$ cat src/rtl/ipcb_pkg.sv
// Shared constants and types for the interrupt priority configuration bank.
package ipcb_pkg;

    // ==========================================================
    // Widths and types
    // ==========================================================
    localparam int ADDR_W = 5;
    localparam int DATA_W = 16;
    localparam int NUM_SRC = 46;
    localparam int VEC_W = 6;
    localparam int VADDR_W = DATA_W + VEC_W;
    localparam int NUM_CFG_SRC = 13;

    typedef logic [ADDR_W-1:0] ipcb_addr_t;
    typedef logic [DATA_W-1:0] ipcb_word_t;
    typedef logic [VEC_W-1:0] ipcb_vec_t;
    typedef logic [VADDR_W-1:0] ipcb_vaddr_t;

    // ==========================================================
    // Register word offsets
    // ==========================================================
    localparam ipcb_addr_t OFF_PRIO0 = 5'h00;
    localparam ipcb_addr_t OFF_PRIO1 = 5'h01;
    localparam ipcb_addr_t OFF_PRIO2 = 5'h02;
    localparam ipcb_addr_t OFF_PRIO3 = 5'h03;
    localparam ipcb_addr_t OFF_PRIO4 = 5'h04;
    localparam ipcb_addr_t OFF_VBASE = 5'h05;
    localparam ipcb_addr_t OFF_FMATCH0 = 5'h06;
    localparam ipcb_addr_t OFF_FVLOW0 = 5'h07;
    localparam ipcb_addr_t OFF_FVHIGH0 = 5'h08;
    localparam ipcb_addr_t OFF_FMATCH1 = 5'h09;
    localparam ipcb_addr_t OFF_FVLOW1 = 5'h0A;
    localparam ipcb_addr_t OFF_FVHIGH1 = 5'h0B;
    localparam ipcb_addr_t OFF_PEND0 = 5'h0C;
    localparam ipcb_addr_t OFF_PEND1 = 5'h0D;
    localparam ipcb_addr_t OFF_PEND2 = 5'h0E;
    localparam ipcb_addr_t OFF_CTRL = 5'h12;

    // ==========================================================
    // Field layouts and reset values
    // ==========================================================
    localparam ipcb_word_t PRIO0_WMASK = 16'hC3FF;
    localparam ipcb_word_t PRIO1_WMASK = 16'hFCFF;
    localparam ipcb_word_t REG_RESET = 16'h0000;
    localparam ipcb_word_t CTRL_RESET = 16'h0001;
    localparam ipcb_word_t CTRL_WMASK = 16'h0001;
    localparam int CTRL_EN_BIT = 0;
    localparam int CTRL_BUSY_BIT = 15;

    localparam int F_LOW_VOLT = 14;
    localparam int F_DBG_RX = 8;
    localparam int F_DBG_TX = 6;
    localparam int F_DBG_TRACE = 4;
    localparam int F_DBG_BKPT = 2;
    localparam int F_DBG_STEP = 0;
    localparam int F_PORT_B = 14;
    localparam int F_PORT_C = 12;
    localparam int F_PORT_D = 10;
    localparam int F_FLASH_BE = 6;
    localparam int F_FLASH_CC = 4;
    localparam int F_FLASH_ERR = 2;
    localparam int F_CLK_LOCK = 0;

    localparam logic [1:0] FIXED_LEVEL = 2'h3;
    localparam logic [1:0] FAST_LEVEL = 2'h2;

endpackage

$ cat src/rtl/ipcb_irq_priority_config_bank.sv
// Register bank, level decoding and arbitration of the interrupt arbiter.
`timescale 1ns/1ps

module ipcb_irq_priority_config_bank (
    input wire logic i_ref_clk,
    input wire logic i_rst,
    input wire ipcb_pkg::ipcb_addr_t i_addr,
    input wire ipcb_pkg::ipcb_word_t i_wr_data,
    input wire logic i_wr,
    input wire logic i_rd,
    input wire logic [ipcb_pkg::NUM_SRC-1:0] i_irq_req,
    output ipcb_pkg::ipcb_word_t o_rd_data,
    output logic o_irq_valid,
    output logic [1:0] o_irq_level,
    output ipcb_pkg::ipcb_vec_t o_irq_vector,
    output logic o_irq_fast,
    output ipcb_pkg::ipcb_vaddr_t o_vec_addr
);
    import ipcb_pkg::*;

    // ==========================================================
    // Level decoding helpers
    // ==========================================================
    // Returns {enable, level} for fields limited to levels 0 to 2.
    function automatic logic [2:0] dec_low(input logic [1:0] f);
        logic [1:0] lvl;
        lvl = f - 2'h1;
        return {f != 2'h0, lvl};
    endfunction

    // Returns {enable, level} for fields limited to levels 1 to 3.
    function automatic logic [2:0] dec_high(input logic [1:0] f);
        return {f != 2'h0, f};
    endfunction

    // ==========================================================
    // Registers
    // ==========================================================
    ipcb_word_t prio0_reg, prio1_reg, prio2_reg, prio3_reg, prio4_reg;
    ipcb_word_t vbase_reg, fmatch0_reg, fvlow0_reg, fvhigh0_reg;
    ipcb_word_t fmatch1_reg, fvlow1_reg, fvhigh1_reg, ctrl_reg;
    logic [NUM_SRC-1:0] pend_reg;
    ipcb_word_t rd_next;

    // Reserved bits are masked on the way in, so they can never read back.
    always_ff @(posedge i_ref_clk) begin
        if (i_rst) begin
            prio0_reg <= REG_RESET;
            prio1_reg <= REG_RESET;
            prio2_reg <= REG_RESET;
            prio3_reg <= REG_RESET;
            prio4_reg <= REG_RESET;
            vbase_reg <= REG_RESET;
            fmatch0_reg <= REG_RESET;
            fvlow0_reg <= REG_RESET;
            fvhigh0_reg <= REG_RESET;
            fmatch1_reg <= REG_RESET;
            fvlow1_reg <= REG_RESET;
            fvhigh1_reg <= REG_RESET;
            ctrl_reg <= CTRL_RESET;
        end else if (i_wr) begin
            if (i_addr == OFF_PRIO0) begin
                prio0_reg <= i_wr_data & PRIO0_WMASK;
            end else if (i_addr == OFF_PRIO1) begin
                prio1_reg <= i_wr_data & PRIO1_WMASK;
            end else if (i_addr == OFF_PRIO2) begin
                prio2_reg <= i_wr_data;
            end else if (i_addr == OFF_PRIO3) begin
                prio3_reg <= i_wr_data;
            end else if (i_addr == OFF_PRIO4) begin
                prio4_reg <= i_wr_data;
            end else if (i_addr == OFF_VBASE) begin
                vbase_reg <= i_wr_data;
            end else if (i_addr == OFF_FMATCH0) begin
                fmatch0_reg <= i_wr_data;
            end else if (i_addr == OFF_FVLOW0) begin
                fvlow0_reg <= i_wr_data;
            end else if (i_addr == OFF_FVHIGH0) begin
                fvhigh0_reg <= i_wr_data;
            end else if (i_addr == OFF_FMATCH1) begin
                fmatch1_reg <= i_wr_data;
            end else if (i_addr == OFF_FVLOW1) begin
                fvlow1_reg <= i_wr_data;
            end else if (i_addr == OFF_FVHIGH1) begin
                fvhigh1_reg <= i_wr_data;
            end else if (i_addr == OFF_CTRL) begin
                ctrl_reg <= i_wr_data & CTRL_WMASK;
            end
        end
    end

    // Requests are sampled once so pending bits and arbitration see one snapshot.
    always_ff @(posedge i_ref_clk) begin
        if (i_rst) begin
            pend_reg <= '0;
        end else begin
            pend_reg <= i_irq_req;
        end
    end

    // ==========================================================
    // Read port
    // ==========================================================
    always_comb begin
        rd_next = REG_RESET;
        if (i_addr == OFF_PRIO0) begin
            rd_next = prio0_reg;
        end else if (i_addr == OFF_PRIO1) begin
            rd_next = prio1_reg;
        end else if (i_addr == OFF_PRIO2) begin
            rd_next = prio2_reg;
        end else if (i_addr == OFF_PRIO3) begin
            rd_next = prio3_reg;
        end else if (i_addr == OFF_PRIO4) begin
            rd_next = prio4_reg;
        end else if (i_addr == OFF_VBASE) begin
            rd_next = vbase_reg;
        end else if (i_addr == OFF_FMATCH0) begin
            rd_next = fmatch0_reg;
        end else if (i_addr == OFF_FVLOW0) begin
            rd_next = fvlow0_reg;
        end else if (i_addr == OFF_FVHIGH0) begin
            rd_next = fvhigh0_reg;
        end else if (i_addr == OFF_FMATCH1) begin
            rd_next = fmatch1_reg;
        end else if (i_addr == OFF_FVLOW1) begin
            rd_next = fvlow1_reg;
        end else if (i_addr == OFF_FVHIGH1) begin
            rd_next = fvhigh1_reg;
        end else if (i_addr == OFF_PEND0) begin
            rd_next = pend_reg[15:0];
        end else if (i_addr == OFF_PEND1) begin
            rd_next = pend_reg[31:16];
        end else if (i_addr == OFF_PEND2) begin
            rd_next = {2'h0, pend_reg[45:32]};
        end else if (i_addr == OFF_CTRL) begin
            rd_next = ctrl_reg;
            rd_next[CTRL_BUSY_BIT] = o_irq_valid;
        end else begin
            rd_next = REG_RESET;
        end
    end

    // Read data stand for exactly one cycle and are zero otherwise.
    always_ff @(posedge i_ref_clk) begin
        if (i_rst) begin
            o_rd_data <= REG_RESET;
        end else if (i_rd) begin
            o_rd_data <= rd_next;
        end else begin
            o_rd_data <= REG_RESET;
        end
    end

    // ==========================================================
    // Source levels
    // ==========================================================
    // Sources beyond the configurable ones have no field and sit at a fixed level.
    logic [2:0] src_cfg [NUM_SRC];

    always_comb begin
        for (int i = 0; i < NUM_SRC; i++) begin
            src_cfg[i] = {1'b1, FIXED_LEVEL};
        end
        src_cfg[0] = dec_low(prio0_reg[F_LOW_VOLT +: 2]);
        src_cfg[1] = dec_high(prio0_reg[F_DBG_RX +: 2]);
        src_cfg[2] = dec_high(prio0_reg[F_DBG_TX +: 2]);
        src_cfg[3] = dec_high(prio0_reg[F_DBG_TRACE +: 2]);
        src_cfg[4] = dec_high(prio0_reg[F_DBG_BKPT +: 2]);
        src_cfg[5] = dec_high(prio0_reg[F_DBG_STEP +: 2]);
        src_cfg[6] = dec_low(prio1_reg[F_PORT_B +: 2]);
        src_cfg[7] = dec_low(prio1_reg[F_PORT_C +: 2]);
        src_cfg[8] = dec_low(prio1_reg[F_PORT_D +: 2]);
        src_cfg[9] = dec_low(prio1_reg[F_FLASH_BE +: 2]);
        src_cfg[10] = dec_low(prio1_reg[F_FLASH_CC +: 2]);
        src_cfg[11] = dec_low(prio1_reg[F_FLASH_ERR +: 2]);
        src_cfg[12] = dec_low(prio1_reg[F_CLK_LOCK +: 2]);
    end

    // ==========================================================
    // Arbitration and vector address
    // ==========================================================
    logic win_valid;
    logic win_found;
    logic [1:0] win_lvl;
    ipcb_vec_t win_vec;
    logic fast0_hit, fast1_hit;
    ipcb_vaddr_t vaddr_next;

    // Scanning downward with >= lets the lowest number win a tie in level.
    always_comb begin
        win_found = 1'b0;
        win_lvl = 2'h0;
        win_vec = '0;
        for (int i = NUM_SRC - 1; i >= 0; i--) begin
            if (pend_reg[i] && src_cfg[i][2] && (!win_found || src_cfg[i][1:0] >= win_lvl)) begin
                win_found = 1'b1;
                win_lvl = src_cfg[i][1:0];
                win_vec = VEC_W'(i);
            end
        end
        // The enable gates only the valid and fast flags, so the candidate vector and level stay visible while it is off.
        win_valid = win_found && ctrl_reg[CTRL_EN_BIT];
    end

    always_comb begin
        fast0_hit = win_lvl == FAST_LEVEL && win_vec == fmatch0_reg[VEC_W-1:0];
        fast1_hit = win_lvl == FAST_LEVEL && win_vec == fmatch1_reg[VEC_W-1:0];
        if (fast0_hit) begin
            vaddr_next = {fvhigh0_reg[VEC_W-1:0], fvlow0_reg};
        end else if (fast1_hit) begin
            vaddr_next = {fvhigh1_reg[VEC_W-1:0], fvlow1_reg};
        end else begin
            vaddr_next = {vbase_reg, win_vec};
        end
    end

    always_ff @(posedge i_ref_clk) begin
        if (i_rst) begin
            o_irq_valid <= 1'b0;
            o_irq_level <= 2'h0;
            o_irq_vector <= '0;
            o_irq_fast <= 1'b0;
            o_vec_addr <= '0;
        end else begin
            o_irq_valid <= win_valid;
            o_irq_level <= win_lvl;
            o_irq_vector <= win_vec;
            o_irq_fast <= win_valid && (fast0_hit || fast1_hit);
            o_vec_addr <= vaddr_next;
        end
    end
endmodule

$ cat config.mk
export PLATFORM = sky130hd
export DESIGN_NAME = ipcb_irq_priority_config_bank
export DESIGN_NICKNAME = d
export VERILOG_FILES = /design/src/rtl/ipcb_pkg.sv /design/src/rtl/ipcb_irq_priority_config_bank.sv
export SDC_FILE = /design/constraint.sdc
export NUM_CORES = 1
export LEC_CHECK = 0
export ABC_AREA = 0
export BUFFER_PORTS_ARGS = -buffer_cell sky130_fd_sc_hd__buf_2
export CORE_MARGIN = 5
export CORE_UTILIZATION = 54
export DETAILED_ROUTE_END_ITERATION = 7
export PLACE_DENSITY = 0.73
export SLEW_MARGIN = 10
export SYNTH_ARGS = -nofsm -noshare
export SYNTH_HDL_FRONTEND = slang
export SYNTH_SLANG_ARGS = --single-unit
$ cat constraint.sdc
create_clock -name i_ref_clk -period 21.7 [get_ports i_ref_clk]
set_clock_uncertainty 0.2 [all_clocks]
set_input_delay 3.255 -clock i_ref_clk [delete_from_list [all_inputs] [get_ports i_ref_clk]]
set_output_delay 3.255 -clock i_ref_clk [all_outputs]
set_load 0.02 [all_outputs]
==> flow_metrics.tcl <==
set metrics [dict create \
    status "complete, no violations" \
    ant_nets 0 \
    end_kind "register" \
    slew_viol_final 0 \
    p_per_area_nw_per_um2 73.36 \
    synthCells 1822 \
    dieArea_um2 29230 \
    antennaDiodeCount 0 \
    p_leak_uw 0.005720 \
    area_growth_pct 13.36 \
    core_area_um2 25760 \
    rr_endpoint "o_vec_addr[9]" \
    clock_path_buffers 3 \
    synth-edff-count 0 \
    syn_nets 1925 \
    worstPathArrival_ns 20.69 \
    holdWs_ns 0.2543 \
    drv_cap 0 \
    power_frac_comb_pct 8.1 \
    synth-async-reset-ratio_pct 0 \
    hold_violations 0 \
    vias_per_cell 6.298 \
    r2r_setup_slack_ns 1.25 \
    cts_hold_buf 0 \
    fmax_mhz 48.89 \
    wl_per_cell_um 23.22 \
    ys_seq_area_share_pct 40.21 \
    start_util_pct 54.31 \
    r2r_cells 98 \
    tightest_slew_ns 1.263 \
    dieWidth_um 171.0 \
    min_path_type "register to register" \
    setup_ws_ns 1.248 \
    clock_latency_ns 0.56 \
    path_clk_slew_ns 0.06 \
    vias 14130 \
    wl_mm 52.10 \
    grt_pass1_vias 12920 \
    drc 0 \
    cts_root_buf "clkbuf_16" \
    synth_warnings 0 \
    drive_above_1_share_pct 13.93 \
    min_period_over_period_pct 94.25 \
    worst-setup-path-type "register to register" \
    ios 119 \
    synth_cell_types 91 \
    cp_common_cell "a21oi_1" \
    cp_max_fo 11 \
    avgSynthCellArea_um2 7.679 \
    cts_max_level 1 \
    internal_power_uw 869.8 \
    cts_sinks 281 \
    slowest_stage "and4_2" \
    critPathCapture "o_vec_addr[9]" \
    clkPwrFrac_pct 45.7 \
    seqPwrFrac_pct 46.3 \
    netlist_area_um2 13990 \
    grt_first_pass_wirelength_mm 77.62 \
    hpwl_mm 36.93 \
    cpPeakStageDelay_ns 0.54 \
    overflow 0 \
    cp-startpoint "pend_reg[19]" \
    place_congestion 1.048 \
    synth-seq-cells 281 \
    timing.rr.start "pend_reg[19]" \
    maxSlewHeadroom_pct 15.46 \
    cp.required_ns 21.93 \
    cts_buffers 29 \
    drtPass1Iterations 7 \
    largest_register_ffs 46 \
    setup_viol 0 \
    period_minus_slack_ns 20.45 \
    first_iter_violations 2080 \
    grt_usage_pct 34.11 \
    fp-row-count 59 \
    p_switching_uw 293.7 \
    synth_ff_type "dfxtp_1" \
    nNetsFinal 1991 \
    port_buffers 118 \
    dpl_worst_slack_ns 0.6811 \
    antenna_found_initial 1 \
    worstSetupStartpointType "register" \
    cts_tree "done" \
    irDropWorstVdd_mv 0.08198 \
    die_h_um 171.0 \
    swShare_pct 25.24 \
    grt_max_degree 114 \
]
-- cells by family (layout without fill, tap and decap cells) --
kind of cell / count (synthesis) / count (layout) / synth area share, %
adders and majority gates: 32 / 32 / 2.862
xor gates and xnor gates: 5 / 5 / 0.3130
buffers and inverters: 165 / 251 / 4.784
and+or+nand+nor: 753 / 754 / 24.94
AOI/OAI and AO/OA: 560 / 560 / 24.97
muxes: 26 / 26 / 1.923
DFF: 281 / 281 / 40.21
-- worst min-delay path by stage --
stage / end / depth (start not counted) / startpoint / slack [ns]
global route: prio4_reg[7] / 2 / prio4_reg[7] / 0.27
floorplan: o_irq_valid / 2 / ctrl_reg[0] / 0.23
finish: prio1_reg[13] / 2 / prio1_reg[13] / 0.25
global placement: prio3_reg[9] / 2 / prio3_reg[9] / 0.24
CTS: fvhigh1_reg[14] / 2 / fvhigh1_reg[14] / 0.25
detailed placement: fvhigh1_reg[14] / 2 / fvhigh1_reg[14] / 0.25
-- synthesized netlist by cell type, drive strengths merged (9+ instances only) --
cell | instances | share of area, %
o221ai | 9 | 0.61
nand4 | 11 | 0.69
inv | 48 | 1.3
clkbuf | 105 | 2.8
o21ai | 59 | 2.1
nor2 | 74 | 2.0
nor3 | 35 | 1.4
or3 | 9 | 0.44
a211oi | 18 | 1.1
buf | 11 | 0.64
ha | 32 | 2.9
nor2b | 60 | 2.7
o22ai | 12 | 0.63
o31ai | 27 | 1.5
dfxtp | 281 | 40
mux2i | 19 | 1.4
a222oi | 11 | 0.79
nand2b | 31 | 1.4
a21oi | 301 | 11
a22oi | 25 | 1.3
nand2 | 466 | 13
o21a | 10 | 0.54
a21boi | 11 | 0.59
nand3 | 33 | 1.2
a221oi | 13 | 0.81
nor4 | 14 | 1.5
-- power groups by stage --
stage,Sequential (uW),Combinational [uW],Clock (uW)
final,538,93.8,531
after global routing,538,99.3,558
after CTS,538,90.8,533
after detailed placement,549,90.3,0
after global placement,549,90.5,0
after floorplan,547,54.3,0
-- stage by stage --
stage | instance area, um2 | std cells | total power, uW | TNS, ns | util, %
after floorplan | 13990 | 1822 | 601.8 | 0 | -
after global placement | 14780 | 2189 | 639.2 | 0 | 57.38
after detailed placement | 14780 | 2189 | 639.2 | 0 | 57.38
after CTS | 15780 | 2241 | 1161 | 0 | 61.25
after global routing | 15860 | 2244 | 1196 | -0.04505 | 61.56
final | 15860 | 2244 | 1163 | 0 | 61.56
-- layout by cell type, fill, tap and decap left out, drive strengths merged, types with 5 or more instances in the layout --
master	netlist	final
nand3	33	33
o31ai	27	27
a22oi	25	25
o221ai	9	9
nand4	11	11
a222oi	11	11
o21ai	59	59
mux2	7	7
dfxtp	281	281
ha	32	32
o21a	10	10
a21oi	301	301
nor4	14	14
o22ai	12	12
or3	9	9
nor3	35	35
buf	11	150
nor2b	60	60
a21o	5	5
inv	48	50
a221oi	13	13
a31oi	8	8
clkbuf	105	35
bufinv	0	5
nand2b	31	31
clkinv	1	10
mux2i	19	19
nor2	74	74
and2	6	6
a21boi	11	11
nand2	466	466
a211oi	18	18
a2bb2oi	5	5
-- layer usage --
layer / GRT usage (%) / part of all wire [%]
met5: 0 / 0.013
met4: 14.43 / 5.4
met3: 6.955 / 11
met2: 52.18 / 43
met1: 47.05 / 40
-- worst max-delay path, delay by kind of cell (launching register included) --
kind            cells  cell delay [ns]
compound gates     37             7.56
simple gates       39             7.11
fa+ha+maj          13             3.49
mux                 3             0.91
buf+inv             6             0.67
flops               1             0.36
-- area by class of cell --
type | instances | area (um2)
Multi-Input combinational cell | 1377 | 7796
Sequential cell | 281 | 5625
Clock inverter | 17 | 220.2
Inverter | 49 | 183.9
Fill cell | 2382 | 9903
Tap cell | 335 | 419.2
Timing Repair Buffer | 150 | 837.1
Clock buffer | 35 | 778.2
-- repair_timing --
item                       in CTS  in global routing
setup endpoints to repair       0                 24
gates resized for setup         0                 12
buffers inserted                0                  2
Power figures use the tool's default switching activity.
